<file path="src/hw/rosd_pkg.sv">
// How it works
// - Code 23 selects bit 11 of drive status word one.
// - Code 24 selects bit 9 of the main status word.
// - Code 25 selects the external charge complete flag.
// - Codes 27 to 29 select timed-function bits 0 to 2.
// - Reserved codes 30 to 32 select timed-function bits 3 to 5.
// - Codes 33 to 35 select supervision bits 0 to 2.
// - Code 39 selects bit 13 of drive status word two.
// - Codes 40 to 42 select output control word bits 0 to 2.
// - A bit pointer may select any single bit as source instead.
// - Relay one turns on after a programmable delay, 0.0 to 3000.0 s in 0.1 s.
// - Relay one turns off after a separate programmable delay, same range.
// - Control word bits 0, 1, 2 are each selectable as the source for relay one.
package rosd_pkg;

    // ****************************************************************
    // Constants
    // ****************************************************************
    localparam logic [5:0]  SEL_EXT2        = 6'h17;
    localparam logic [5:0]  SEL_REMOTE      = 6'h18;
    localparam logic [5:0]  SEL_CHARGE      = 6'h19;
    localparam logic [5:0]  SEL_TIMED_LO    = 6'h1B;
    localparam logic [5:0]  SEL_TIMED_HI    = 6'h20;
    localparam logic [5:0]  SEL_SUPV_LO     = 6'h21;
    localparam logic [5:0]  SEL_SUPV_HI     = 6'h23;
    localparam logic [5:0]  SEL_START_DLY   = 6'h27;
    localparam logic [5:0]  SEL_CTRL_LO     = 6'h28;
    localparam logic [5:0]  SEL_CTRL_HI     = 6'h2A;
    localparam logic [5:0]  SEL_POINTER     = 6'h3F;
    localparam int          BIT_EXT2        = 11;
    localparam int          BIT_REMOTE      = 9;
    localparam int          BIT_START_DLY   = 13;
    localparam logic [15:0] CTRL_WORD_RESET = 16'h0000;
    localparam int          CLK_HZ          = 100_000_000;
    localparam int          TICK_MS         = 100;
    localparam int          TICK_CYCLES     = CLK_HZ / 1000 * TICK_MS;
    localparam int          DELAY_MAX_TICKS = 30000;
    localparam int          DELAY_W         = 15;
    localparam int          PTR_W           = 6;

    // ****************************************************************
    // Types
    // ****************************************************************
    typedef struct packed {
        logic [15:0] status_word_one;
        logic [15:0] main_status;
        logic [15:0] status_word_two;
        logic [15:0] timed_status;
        logic [15:0] supervision;
        logic        charge_complete;
    } rosd_status_t;

    typedef struct packed {
        logic [DELAY_W-1:0] on_ticks;
        logic [DELAY_W-1:0] off_ticks;
    } rosd_delay_t;

endpackage : rosd_pkg

</file>
<file path="src/hw/rosd_delay.sv">
`timescale 1ns/1ps
`default_nettype none
module rosd_delay
    import rosd_pkg::*;
#(
    parameter int W = DELAY_W
) (
    input  wire logic         clk,
    input  wire logic         rst_n,
    input  wire logic         tick,
    input  wire logic         src,
    input  wire logic [W-1:0] on_ticks,
    input  wire logic [W-1:0] off_ticks,
    output logic              out
);

    // ****************************************************************
    // On and off delay timer
    // ****************************************************************
    logic [W-1:0] cnt_q;
    logic         out_q;
    wire          differ   = (src != out_q);
    wire  [W-1:0] target   = src ? on_ticks : off_ticks;
    wire          zero_dly = (target == '0);
    wire          expire   = tick && (cnt_q + W'(1) >= target);

    always_ff @(posedge clk or negedge rst_n) begin
        if (!rst_n) begin
            cnt_q <= '0;
            out_q <= 1'b0;
        end else if (!differ) begin
            cnt_q <= '0;
        end else if (zero_dly || expire) begin
            out_q <= src;
            cnt_q <= '0;
        end else if (tick) begin
            cnt_q <= cnt_q + W'(1);
        end
    end

    assign out = out_q;

    chk_zero_follow: assert property (@(posedge clk) disable iff (!rst_n)
        (differ && zero_dly) |=> (out_q == $past(src)))
        else $error("zero delay did not follow source");

    chk_cancel_hold: assert property (@(posedge clk) disable iff (!rst_n)
        (!differ) |=> (out_q == $past(out_q)))
        else $error("output changed without pending difference");

endmodule : rosd_delay
`default_nettype wire

</file>
<file path="src/hw/rosd_top.sv">
`timescale 1ns/1ps
`default_nettype none
module rosd_top
    import rosd_pkg::*;
#(
    parameter int TICK_CYC = TICK_CYCLES
) (
    input  wire logic               clk,
    input  wire logic               resetn,
    input  wire rosd_status_t       status,
    input  wire logic               ctrl_wr,
    input  wire logic [15:0]        ctrl_wdata,
    output logic      [15:0]        output_control_word,
    input  wire logic [PTR_W-1:0]   source_select,
    input  wire logic [6:0]         pointer_bit,
    input  wire rosd_delay_t        delays,
    output logic                    relay_output_one,
    output logic                    source_level
);

    // ****************************************************************
    // Reset synchroniser
    // ****************************************************************
    logic rst_s1_q;
    logic rst_n_q;

    always_ff @(posedge clk or negedge resetn) begin
        if (!resetn) begin
            rst_s1_q <= 1'b0;
            rst_n_q  <= 1'b0;
        end else begin
            rst_s1_q <= 1'b1;
            rst_n_q  <= rst_s1_q;
        end
    end

    // ****************************************************************
    // Output control word
    // ****************************************************************
    logic [15:0] ctrl_q;

    always_ff @(posedge clk or negedge rst_n_q) begin
        if (!rst_n_q) begin
            ctrl_q <= CTRL_WORD_RESET;
        end else if (ctrl_wr) begin
            ctrl_q <= ctrl_wdata;
        end
    end

    assign output_control_word = ctrl_q;

    // ****************************************************************
    // Source selector
    // ****************************************************************
    wire [96:0] flat_bits = {ctrl_q, status};
    wire [5:0]  t_idx     = source_select - SEL_TIMED_LO;
    wire [5:0]  s_idx     = source_select - SEL_SUPV_LO;
    wire [5:0]  c_idx     = source_select - SEL_CTRL_LO;
    wire        in_timed  = (source_select >= SEL_TIMED_LO) && (source_select <= SEL_TIMED_HI);
    wire        in_supv   = (source_select >= SEL_SUPV_LO) && (source_select <= SEL_SUPV_HI);
    wire        in_ctrl   = (source_select >= SEL_CTRL_LO) && (source_select <= SEL_CTRL_HI);
    wire        ptr_ok    = (pointer_bit < 7'h61);
    logic       sel_src;

    always_comb begin
        sel_src = 1'b0;
        if (source_select == SEL_EXT2) begin
            sel_src = status.status_word_one[BIT_EXT2];
        end else if (source_select == SEL_REMOTE) begin
            sel_src = status.main_status[BIT_REMOTE];
        end else if (source_select == SEL_CHARGE) begin
            sel_src = status.charge_complete;
        end else if (in_timed) begin
            sel_src = status.timed_status[t_idx[3:0]];
        end else if (in_supv) begin
            sel_src = status.supervision[s_idx[3:0]];
        end else if (source_select == SEL_START_DLY) begin
            sel_src = status.status_word_two[BIT_START_DLY];
        end else if (in_ctrl) begin
            sel_src = ctrl_q[c_idx[3:0]];
        end else if (source_select == SEL_POINTER && ptr_ok) begin
            sel_src = flat_bits[pointer_bit];
        end
    end

    logic src_q;

    always_ff @(posedge clk or negedge rst_n_q) begin
        if (!rst_n_q) begin
            src_q <= 1'b0;
        end else begin
            src_q <= sel_src;
        end
    end

    assign source_level = src_q;

    // ****************************************************************
    // Tick generator, 0.1 s
    // ****************************************************************
    logic [31:0] tick_cnt_q;
    wire         tick = (tick_cnt_q == 32'(TICK_CYC - 1));

    always_ff @(posedge clk or negedge rst_n_q) begin
        if (!rst_n_q) begin
            tick_cnt_q <= '0;
        end else if (tick) begin
            tick_cnt_q <= '0;
        end else begin
            tick_cnt_q <= tick_cnt_q + 32'h1;
        end
    end

    // ****************************************************************
    // Relay one delay
    // ****************************************************************
    rosd_delay #(.W(DELAY_W)) u_delay (
        .clk       (clk),
        .rst_n     (rst_n_q),
        .tick      (tick),
        .src       (src_q),
        .on_ticks  (delays.on_ticks),
        .off_ticks (delays.off_ticks),
        .out       (relay_output_one)
    );

    chk_ctrl_write: assert property (@(posedge clk) disable iff (!rst_n_q)
        ctrl_wr |=> (output_control_word == $past(ctrl_wdata)))
        else $error("control word write lost");

    chk_ctrl_bit0: assert property (@(posedge clk) disable iff (!rst_n_q)
        (source_select == SEL_CTRL_LO) |=> (src_q == $past(ctrl_q[0])))
        else $error("control bit 0 not routed");

    chk_ext2_route: assert property (@(posedge clk) disable iff (!rst_n_q)
        (source_select == SEL_EXT2) |=> (src_q == $past(status.status_word_one[BIT_EXT2])))
        else $error("second location bit not routed");

    chk_remote_rt: assert property (@(posedge clk) disable iff (!rst_n_q)
        (source_select == SEL_REMOTE) |=> (src_q == $past(status.main_status[BIT_REMOTE])))
        else $error("remote bit not routed");

    chk_timed_res: assert property (@(posedge clk) disable iff (!rst_n_q)
        (source_select == SEL_TIMED_HI) |=> (src_q == $past(status.timed_status[5])))
        else $error("reserved timed bit not routed");

    chk_supv_top: assert property (@(posedge clk) disable iff (!rst_n_q)
        (source_select == SEL_SUPV_HI) |=> (src_q == $past(status.supervision[2])))
        else $error("supervision bit 2 not routed");

    chk_start_dly: assert property (@(posedge clk) disable iff (!rst_n_q)
        (source_select == SEL_START_DLY) |=> (src_q == $past(status.status_word_two[BIT_START_DLY])))
        else $error("start delay bit not routed");

    chk_relay_stable: assert property (@(posedge clk) disable iff (!rst_n_q)
        (!tick && relay_output_one != $past(relay_output_one)) |->
        ($past(src_q) == relay_output_one))
        else $error("relay changed against its source");

    // ****************************************************************
    // Fixed code routing and control word hold checks
    // ****************************************************************
    chk_charge_route: assert property (@(posedge clk) disable iff (!rst_n_q)
        (source_select == SEL_CHARGE)
        |=> (src_q == $past(status.charge_complete)))
        else $error("charge flag not routed");

    chk_timed_bit0: assert property (@(posedge clk) disable iff (!rst_n_q)
        (source_select == SEL_TIMED_LO)
        |=> (src_q == $past(status.timed_status[0])))
        else $error("timed bit 0 not routed");

    chk_timed_bit1: assert property (@(posedge clk) disable iff (!rst_n_q)
        (source_select == 6'h1C)
        |=> (src_q == $past(status.timed_status[1])))
        else $error("timed bit 1 not routed");

    chk_timed_bit2: assert property (@(posedge clk) disable iff (!rst_n_q)
        (source_select == 6'h1D)
        |=> (src_q == $past(status.timed_status[2])))
        else $error("timed bit 2 not routed");

    chk_timed_res3: assert property (@(posedge clk) disable iff (!rst_n_q)
        (source_select == 6'h1E)
        |=> (src_q == $past(status.timed_status[3])))
        else $error("reserved timed bit 3 not routed");

    chk_timed_res4: assert property (@(posedge clk) disable iff (!rst_n_q)
        (source_select == 6'h1F)
        |=> (src_q == $past(status.timed_status[4])))
        else $error("reserved timed bit 4 not routed");

    chk_supv_bit0: assert property (@(posedge clk) disable iff (!rst_n_q)
        (source_select == SEL_SUPV_LO)
        |=> (src_q == $past(status.supervision[0])))
        else $error("supervision bit 0 not routed");

    chk_supv_bit1: assert property (@(posedge clk) disable iff (!rst_n_q)
        (source_select == 6'h22)
        |=> (src_q == $past(status.supervision[1])))
        else $error("supervision bit 1 not routed");

    chk_ctrl_bit1: assert property (@(posedge clk) disable iff (!rst_n_q)
        (source_select == 6'h29)
        |=> (src_q == $past(ctrl_q[1])))
        else $error("control bit 1 not routed");

    chk_ctrl_bit2: assert property (@(posedge clk) disable iff (!rst_n_q)
        (source_select == SEL_CTRL_HI)
        |=> (src_q == $past(ctrl_q[2])))
        else $error("control bit 2 not routed");

    chk_unknown_zero: assert property (@(posedge clk) disable iff (!rst_n_q)
        (source_select == 6'h1A)
        |=> (src_q == 1'b0))
        else $error("unknown code gave a set source");

    chk_ctrl_hold: assert property (@(posedge clk) disable iff (!rst_n_q)
        (!ctrl_wr)
        |=> (output_control_word == $past(output_control_word)))
        else $error("control word changed without write");

    // ****************************************************************
    // Pointer, tick and relay checks
    // ****************************************************************
    chk_ptr_ctrl: assert property (@(posedge clk) disable iff (!rst_n_q)
        (source_select == SEL_POINTER && pointer_bit == 7'h51)
        |=> (src_q == $past(ctrl_q[0])))
        else $error("pointer to control bit 0 failed");

    chk_ptr_charge: assert property (@(posedge clk) disable iff (!rst_n_q)
        (source_select == SEL_POINTER && pointer_bit == 7'h00)
        |=> (src_q == $past(status.charge_complete)))
        else $error("pointer to charge flag failed");

    chk_ptr_ext2: assert property (@(posedge clk) disable iff (!rst_n_q)
        (source_select == SEL_POINTER && pointer_bit == 7'h4C)
        |=> (src_q == $past(status.status_word_one[BIT_EXT2])))
        else $error("pointer to second location bit failed");

    chk_ptr_remote: assert property (@(posedge clk) disable iff (!rst_n_q)
        (source_select == SEL_POINTER && pointer_bit == 7'h3A)
        |=> (src_q == $past(status.main_status[BIT_REMOTE])))
        else $error("pointer to remote bit failed");

    chk_ptr_start: assert property (@(posedge clk) disable iff (!rst_n_q)
        (source_select == SEL_POINTER && pointer_bit == 7'h2E)
        |=> (src_q == $past(status.status_word_two[BIT_START_DLY])))
        else $error("pointer to start delay bit failed");

    chk_ptr_timed: assert property (@(posedge clk) disable iff (!rst_n_q)
        (source_select == SEL_POINTER && pointer_bit == 7'h11)
        |=> (src_q == $past(status.timed_status[0])))
        else $error("pointer to timed bit 0 failed");

    chk_ptr_supv: assert property (@(posedge clk) disable iff (!rst_n_q)
        (source_select == SEL_POINTER && pointer_bit == 7'h01)
        |=> (src_q == $past(status.supervision[0])))
        else $error("pointer to supervision bit 0 failed");

    chk_ptr_range: assert property (@(posedge clk) disable iff (!rst_n_q)
        (source_select == SEL_POINTER && pointer_bit >= 7'h61)
        |=> (src_q == 1'b0))
        else $error("pointer out of range gave a set source");

    chk_tick_single: assert property (@(posedge clk) disable iff (!rst_n_q)
        tick
        |=> (!tick))
        else $error("tick lasted more than one cycle");

    chk_tick_bound: assert property (@(posedge clk) disable iff (!rst_n_q)
        1'b1
        |-> (tick_cnt_q < 32'(TICK_CYC)))
        else $error("tick counter passed its period");

    chk_on_at_tick: assert property (@(posedge clk) disable iff (!rst_n_q)
        ($rose(relay_output_one) && $past(delays.on_ticks) != '0)
        |-> $past(tick))
        else $error("delayed turn on away from a tick");

    chk_off_at_tick: assert property (@(posedge clk) disable iff (!rst_n_q)
        ($fell(relay_output_one) && $past(delays.off_ticks) != '0)
        |-> $past(tick))
        else $error("delayed turn off away from a tick");

    chk_rise_source: assert property (@(posedge clk) disable iff (!rst_n_q)
        $rose(relay_output_one)
        |-> $past(src_q))
        else $error("relay rose with source low");

    chk_fall_source: assert property (@(posedge clk) disable iff (!rst_n_q)
        $fell(relay_output_one)
        |-> !$past(src_q))
        else $error("relay fell with source high");

    chk_zero_on: assert property (@(posedge clk) disable iff (!rst_n_q)
        (delays.on_ticks == '0 && src_q && !relay_output_one)
        |=> relay_output_one)
        else $error("zero on delay did not follow");

    chk_zero_off: assert property (@(posedge clk) disable iff (!rst_n_q)
        (delays.off_ticks == '0 && !src_q && relay_output_one)
        |=> !relay_output_one)
        else $error("zero off delay did not follow");

endmodule : rosd_top
`default_nettype wire

</file>
<file path="config.mk">
export PLATFORM = sky130hd
export DESIGN_NAME = rosd_top
export DESIGN_NICKNAME = d
export VERILOG_FILES = /design/src/hw/rosd_pkg.sv /design/src/hw/rosd_delay.sv /design/src/hw/rosd_top.sv
export SDC_FILE = /design/constraint.sdc
export NUM_CORES = 1
export LEC_CHECK = 0
export ABC_AREA = 1
export ABC_CLOCK_PERIOD_IN_PS = 5150
export BUFFER_PORTS_ARGS = -buffer_cell sky130_fd_sc_hd__buf_2
export CAP_MARGIN = 10
export CORE_MARGIN = 10
export CORE_UTILIZATION = 58
export DETAILED_ROUTE_END_ITERATION = 8
export PLACE_DENSITY = 0.95
export SLEW_MARGIN = 20
export SYNTH_ARGS = -nofsm -noshare
export SYNTH_HDL_FRONTEND = slang
export SYNTH_SLANG_ARGS = --single-unit
</file>
<file path="constraint.sdc">
create_clock -name clk -period 5.15 [get_ports clk]
set_clock_uncertainty 0.2 [all_clocks]
set_input_delay 0.515 -clock clk [delete_from_list [all_inputs] [get_ports clk]]
set_output_delay 0.515 -clock clk [all_outputs]
set_load 0.1 [all_outputs]
</file>
==> flow_metrics.tcl, run 1 <==
set metrics [dict create \
    r2r-start "u_delay.cnt_q[0]" \
    crit_arrival_ps 3810 \
    ir_drop_mv 0.146 \
    whs_ps 142 \
    nFillCells 849 \
    netlist-cell-type-count 49 \
    hpwl_mm 13.0 \
    die_h_um 120 \
    finalCritPeriodShare_pct 72.6 \
    p_int_mw 0.854 \
    syn_avg_cell_area_um2 6.59 \
    fin_area_mm2 0.00685 \
    clkTransAtPathRegs_ps 100 \
    grt.overflow.total 0 \
    synth_edf_count 0 \
    routed_wl_mm 16.5 \
    htreeDepth 3 \
    worstPathMaxFanout 10 \
    drv_slew 0 \
    syn-cell-area_mm2 0.00579 \
    drtIter0Drc 469 \
    ys.flop_type "dfrtp_1" \
    grt_start_max_net_pins 66 \
    grt_pass1_vias 6023 \
    ys_top_cells_by_area "dfrtp_1, nand2_1, inv_1, nand3_1, ha_1" \
    grt_use_total_pct 22.4 \
    async_flop_share_pct 100 \
    io_buffer_count 160 \
    die_area_mm2 0.0144 \
    yosysTopAreaCell "dfrtp_1" \
    synth_nets 1042 \
    routedWlPerCell_um 14.2 \
    start_util_pct 59.5 \
    final_antenna_net_count 0 \
    fin_setup_tns_ps 0 \
    worst_setup_path_end_kind "register" \
    drive_gt1_share_pct 21.5 \
    drt_first_pass_iters 5 \
    hold_path_class "input pin to register" \
    critPathLaunch "u_delay.cnt_q[0]" \
    worstPathCellList "ha_1, nand2_1, nor3_1, nand2_1, or4_1, nand3b_1, xor2_1, inv_1, ha_1, nand2_1, inv_1, a221oi_1, nand3_1, a21oi_2, nand2_4, o31ai_2" \
    ys_ff_latch 67 \
    combinationalPowerShare_pct 27.6 \
    start_kind "register" \
    p_leak_nw 3.88 \
    grt_pass1_wl_mm 27.4 \
    cellPowerDensity_mw_per_mm2 203 \
    rrSetupSlack_ps 1410 \
    layout.nets 1186 \
    totalPowerFinal_mw 1.39 \
    swShare_pct 38.7 \
    yosysSeqAreaShare_pct 29.0 \
    hold_viol 0 \
    cts_tree "built" \
    crit_path_end "u_delay.cnt_q[2]" \
    worstSetupPathType "register to register" \
    postPlaceCellArea_mm2 0.00664 \
    rows 36 \
    ff2ff_path_depth 16 \
    core_area_mm2 0.00973 \
    antenna_found_initial 2 \
    worst_skew_pair.late_latency_ps 370 \
    crit_path_frequent_cell "nand2_1" \
    slowest_stage "dfrtp_1" \
    slew_headroom_pct 36.7 \
    yosys.area.top_type_share_pct 29.0 \
    cts-root-buf "clkbuf_8" \
    layout_commonest_cell "nand2_1" \
    rsz0062_at_grt "false" \
    via_count 6156 \
    p_seq_share_pct 39.8 \
    clk_path_buf_depth 2 \
    max_stage_delay_ps 460 \
    setup_viol 0 \
    post-route-util_pct 70.4 \
    r2r_end "u_delay.cnt_q[2]" \
    clockPowerShare_pct 32.7 \
    synthToLayoutAreaGrowth_pct 18.4 \
    cts_buffers 9 \
    synth_cells 878 \
    status "finished clean" \
    cts_resized 0 \
    critPathRequiredTime_ps 5220 \
    place.gp.congestion 0.937 \
    viasPerCell 5.30 \
    most-common-layout-cells "nand2_1, buf_2, inv_1, nand3_1, dfrtp_1" \
    ys_warn_count 0 \
    fmaxAchievable_mhz 267 \
    boundaryPins 161 \
    drc 0 \
    cap_violations 0 \
    switchingPower_mw 0.539 \
    min_period_ps 3740 \
    clock-sinks 67 \
    worstMarginPinSlew_ps 948 \
    die_w_um 120 \
]
## power by group through the flow
stage | Sequential (mW) | Combinational (mW) | Clock, mW
floorplan | 0.657 | 0.174 | 0
global placement | 0.563 | 0.377 | 0
detailed placement | 0.564 | 0.381 | 0
CTS | 0.554 | 0.383 | 0.458
global route | 0.556 | 0.425 | 0.482
finish | 0.554 | 0.384 | 0.455
## cell usage after synthesis (5+ instances only)
| library cell | n |
|---|---|
| nand4_1 | 17 |
| or2_2 | 8 |
| a21oi_1 | 29 |
| nor2_1 | 57 |
| clkbuf_1 | 15 |
| buf_2 | 11 |
| ha_1 | 21 |
| nor2_2 | 5 |
| nand2_1 | 241 |
| dfrtp_1 | 67 |
| xor2_1 | 28 |
| o211ai_1 | 12 |
| nor4_1 | 14 |
| mux2i_1 | 14 |
| nand3_1 | 77 |
| o22ai_1 | 6 |
| inv_1 | 151 |
| o21ai_0 | 41 |
| nor3_1 | 10 |
## logic make-up after synthesis
group,after synthesis,synth area share (%)
AND/OR/NAND/NOR,454,36.4
buffers and inverters,185,12.4
AO/OA/AOI/OAI,105,10.6
flip-flops,67,29.0
XOR/XNOR,31,4.69
adder cells (fa/ha/maj),21,4.54
multiplexers,14,2.42
other,1,0.0648
## what timing repair did
action / 4_1_cts / 5_1_grt
buffers inserted: 0 / 0
hold buffers: 1 / 0
endpoints found under the hold margin: 2 / 0
## worst max-delay path, delay by kind of cell, from the launching register on
kind	cells	cell delay (ps)
flip-flops	1	460
buffers and inverters	2	130
adder cells (fa/ha/maj)	2	520
XOR/XNOR	1	210
AND/OR/NAND/NOR	8	1360
AO/OA/AOI/OAI	3	770
## flip-flops by register name, indices dropped and copies added (netlist names)
signal	flops
output_control_word	16
tick_cnt_q	32
rst_s1_q	1
u_delay.cnt_q	15
source_level	1
rst_n_q	1
u_delay.out	1
## area by class of cell
class | count | area, um^2 | area share (%)
Antenna cell | 1 | 2.50 | 0.0365
Sequential cell | 67 | 1680 | 24.5
Clock buffer | 9 | 124 | 1.81
Timing Repair Buffer | 163 | 826 | 12.0
Tap cell | 133 | 166 | 2.43
Clock inverter | 7 | 78.8 | 1.15
Multi-Input combinational cell | 626 | 3400 | 49.6
Inverter | 155 | 582 | 8.49
## how the worst min path moves through the flow
stage              startpoint  cells past startpoint  slack (ps)                       to
4_1_cts        ctrl_wdata[14]                      3         130  output_control_word[14]
6_report       ctrl_wdata[14]                      3         140  output_control_word[14]
5_1_grt         ctrl_wdata[8]                      3         140   output_control_word[8]
3_5_place_dp           resetn                      1         100                 rst_s1_q
2_1_floorplan          resetn                      0          20                  rst_n_q
3_3_place_gp           resetn                      1         100                 rst_s1_q
## stage by stage
step                cells  worst slack (ps)
floorplan             878              1840
global placement     1143              1720
detailed placement   1143              1560
CTS                  1160              1450
global route         1161              1160
finish               1161              1410
## metal layers
metal	vias up	share of wire, %	global-route usage, %	wire (um)
met3	27	8.6	6.42	1410
met4	2	2.4	7.92	391
met5	-	0.079	0	13
met1	2775	41	26.3	6740
li1	3108	-	-	-
met2	244	48	38.2	7920
Power figures use the tool's default switching activity.
==> inputs of run 2 (changes only) <==
--- a/config.mk
+++ b/config.mk
@@ -6,13 +6,13 @@
 export NUM_CORES = 1
 export LEC_CHECK = 0
 export ABC_AREA = 1
-export ABC_CLOCK_PERIOD_IN_PS = 5150
+export ABC_CLOCK_PERIOD_IN_PS = 3200
 export BUFFER_PORTS_ARGS = -buffer_cell sky130_fd_sc_hd__buf_2
 export CAP_MARGIN = 10
 export CORE_MARGIN = 10
-export CORE_UTILIZATION = 58
+export CORE_UTILIZATION = 49
 export DETAILED_ROUTE_END_ITERATION = 8
-export PLACE_DENSITY = 0.95
+export PLACE_DENSITY = 0.89
 export SLEW_MARGIN = 20
 export SYNTH_ARGS = -nofsm -noshare
 export SYNTH_HDL_FRONTEND = slang
==> constraint.sdc (replaced) <==
create_clock -name clk -period 3.2 [get_ports clk]
set_clock_uncertainty 0.2 [all_clocks]
set_input_delay 0.32 -clock clk [delete_from_list [all_inputs] [get_ports clk]]
set_output_delay 0.32 -clock clk [all_outputs]
set_load 0.1 [all_outputs]
==> flow_metrics.tcl, run 2 (same netlist as run 1, synthesis figures left out) <==
set metrics [dict create \
    drc 0 \
    rsz0062_at_grt "true" \
    multiInputGateArea_mm2 0.00351 \
    largest_register_ffs 32 \
    via_count 6442 \
    hpwl_mm 13.8 \
    crit_arrival_ps 3500 \
    cap_violations 0 \
    clkTransAtPathRegs_ps 60 \
    grt_use_total_pct 21.0 \
    place.gp.congestion 0.940 \
    p_leak_nw 4.07 \
    drtIter0Drc 524 \
    final_antenna_net_count 0 \
    start_kind "register" \
    finalCritPeriodShare_pct 108 \
    status "complete, but fails checks" \
    die_h_um 129 \
    worstMarginPinSlew_ps 914 \
    ff2ff_path_depth 19 \
    worstPathMaxFanout 5 \
    critPathRequiredTime_ps 3250 \
    clock-sinks 67 \
    routed_wl_mm 18.3 \
    layout.nets 1218 \
    worst_skew_pair.late_latency_ps 330 \
    most-common-layout-cells "nand2_1, buf_2, inv_1, nand3_1, dfrtp_1" \
    drv_slew 0 \
    antenna_cells 0 \
    grt_pass1_vias 6209 \
    dp.cells 1170 \
    htreeDepth 3 \
    stdcell_count 1202 \
    worst_setup_path_end_kind "register" \
    cts_tree "built" \
    layout_commonest_cell "nand2_1" \
    fin_area_mm2 0.00734 \
    core_area_mm2 0.0115 \
    routedWlPerCell_um 15.2 \
    die_area_mm2 0.0166 \
    top_register "tick_cnt_q" \
    cts_buffers 9 \
    drive_gt1_share_pct 25.0 \
    hold_path_class "input pin to register" \
    drt_first_pass_iters 6 \
    slew_headroom_pct 38.5 \
    holdPathStages 3 \
    whs_ps 11.1 \
    ir_drop_mv 0.297 \
    antenna_found_initial 0 \
    grt_pass1_wl_mm 29.1 \
    grt.overflow.total 0 \
    fmaxAchievable_mhz 290 \
    cts-root-buf "clkbuf_16" \
    worstSetupPathType "register to register" \
    start_util_pct 50.3 \
    min_period_ps 3450 \
    violations "setup timing" \
    cellPowerDensity_mw_per_mm2 350 \
    rows 39 \
    nFillCells 999 \
    synthToLayoutAreaGrowth_pct 26.8 \
    clk_path_buf_depth 2 \
    register_area_mm2 0.00168 \
    boundaryPins 161 \
    fin_setup_tns_ps -3100 \
    hold_viol 0 \
    viasPerCell 5.36 \
    postPlaceCellArea_mm2 0.00678 \
    die_w_um 129 \
    grt_start_max_net_pins 37 \
    setup_ws_ps -254 \
    io_buffer_count 160 \
    setup_viol 16 \
]
[run 2: final cells by class]
cell class | instances | share of cell area (%)
clock buffer | 9 | 3.07
timing repair buffer | 194 | 14.8
inverter | 155 | 7.92
sequential | 67 | 22.9
multi-input combinational | 627 | 47.8
clock inverter | 7 | 1.12
tap | 143 | 2.44
[run 2: worst max-delay path, stage by stage (launching register included)]
cell and delay [ps]:
dfrtp_1 350, ha_2 210, nand2_2 80, nor3_2 150
nand2_1 110, buf_4 160, nor2_2 140, inv_2 80
nor2_4 110, nand2_2 80, nor2_4 130, nand3_2 90
xor2_1 200, inv_1 70, ha_1 190, a221oi_2 260
nand3_1 160, a21oi_4 270, nand2_4 130, o31ai_2 180
[run 2: repair_timing]
item,in CTS,in global routing
cloned,1,0
hold buffers,10,0
endpoints found under the hold margin,11,0
resized for setup,14,13
buffers inserted,2,3
pin swaps,6,10
setup endpoints to repair,16,16
[run 2: routing by layer]
layer | track usage, % | vias to the layer above | wire, um | part of all wire (%)
li1 | - | 3178 | - | -
met1 | 25.3 | 2911 | 7380 | 40
met2 | 36.4 | 311 | 8930 | 49
met3 | 4.85 | 42 | 1550 | 8.5
met4 | 6.89 | 0 | 407 | 2.2
met5 | 0 | - | 0 | 0
[run 2: final timing paths]
check | endpoint | slack (ps) | startpoint
min in group asynchronous | rst_n_q | 90 | resetn
max in group asynchronous | tick_cnt_q[28] | 1900 | rst_n_q
worst min-delay path | output_control_word[15] | 10 | ctrl_wdata[15]
worst max-delay path | u_delay.cnt_q[2] | -250 | u_delay.cnt_q[1]
worst max register to register | u_delay.cnt_q[2] | -250 | u_delay.cnt_q[1]
worst min register to register | output_control_word[12] | 150 | rst_n_q
[run 2: power breakdown]
part / leakage, nW / switching [mW] / internal, mW
Sequential: 0.889 / 0.0312 / 0.869
Clock: 0.145 / 0.407 / 0.617
Combinational: 3.04 / 0.437 / 0.211
Total: 4.07 / 0.875 / 1.70
[run 2: stage by stage]
| step | total power, mW | worst slack [ps] | util (%) |
|---|---|---|---|
| 2_1_floorplan | 1.34 | 12.0 | - |
| 5_1_grt | 2.69 | -448 | 63.8 |
| 3_3_place_gp | 1.53 | -45.9 | 58.9 |
| 4_1_cts | 2.58 | -33.4 | 63.1 |
| 3_5_place_dp | 1.54 | -236 | 58.9 |
| 6_report | 2.57 | -254 | 63.8 |
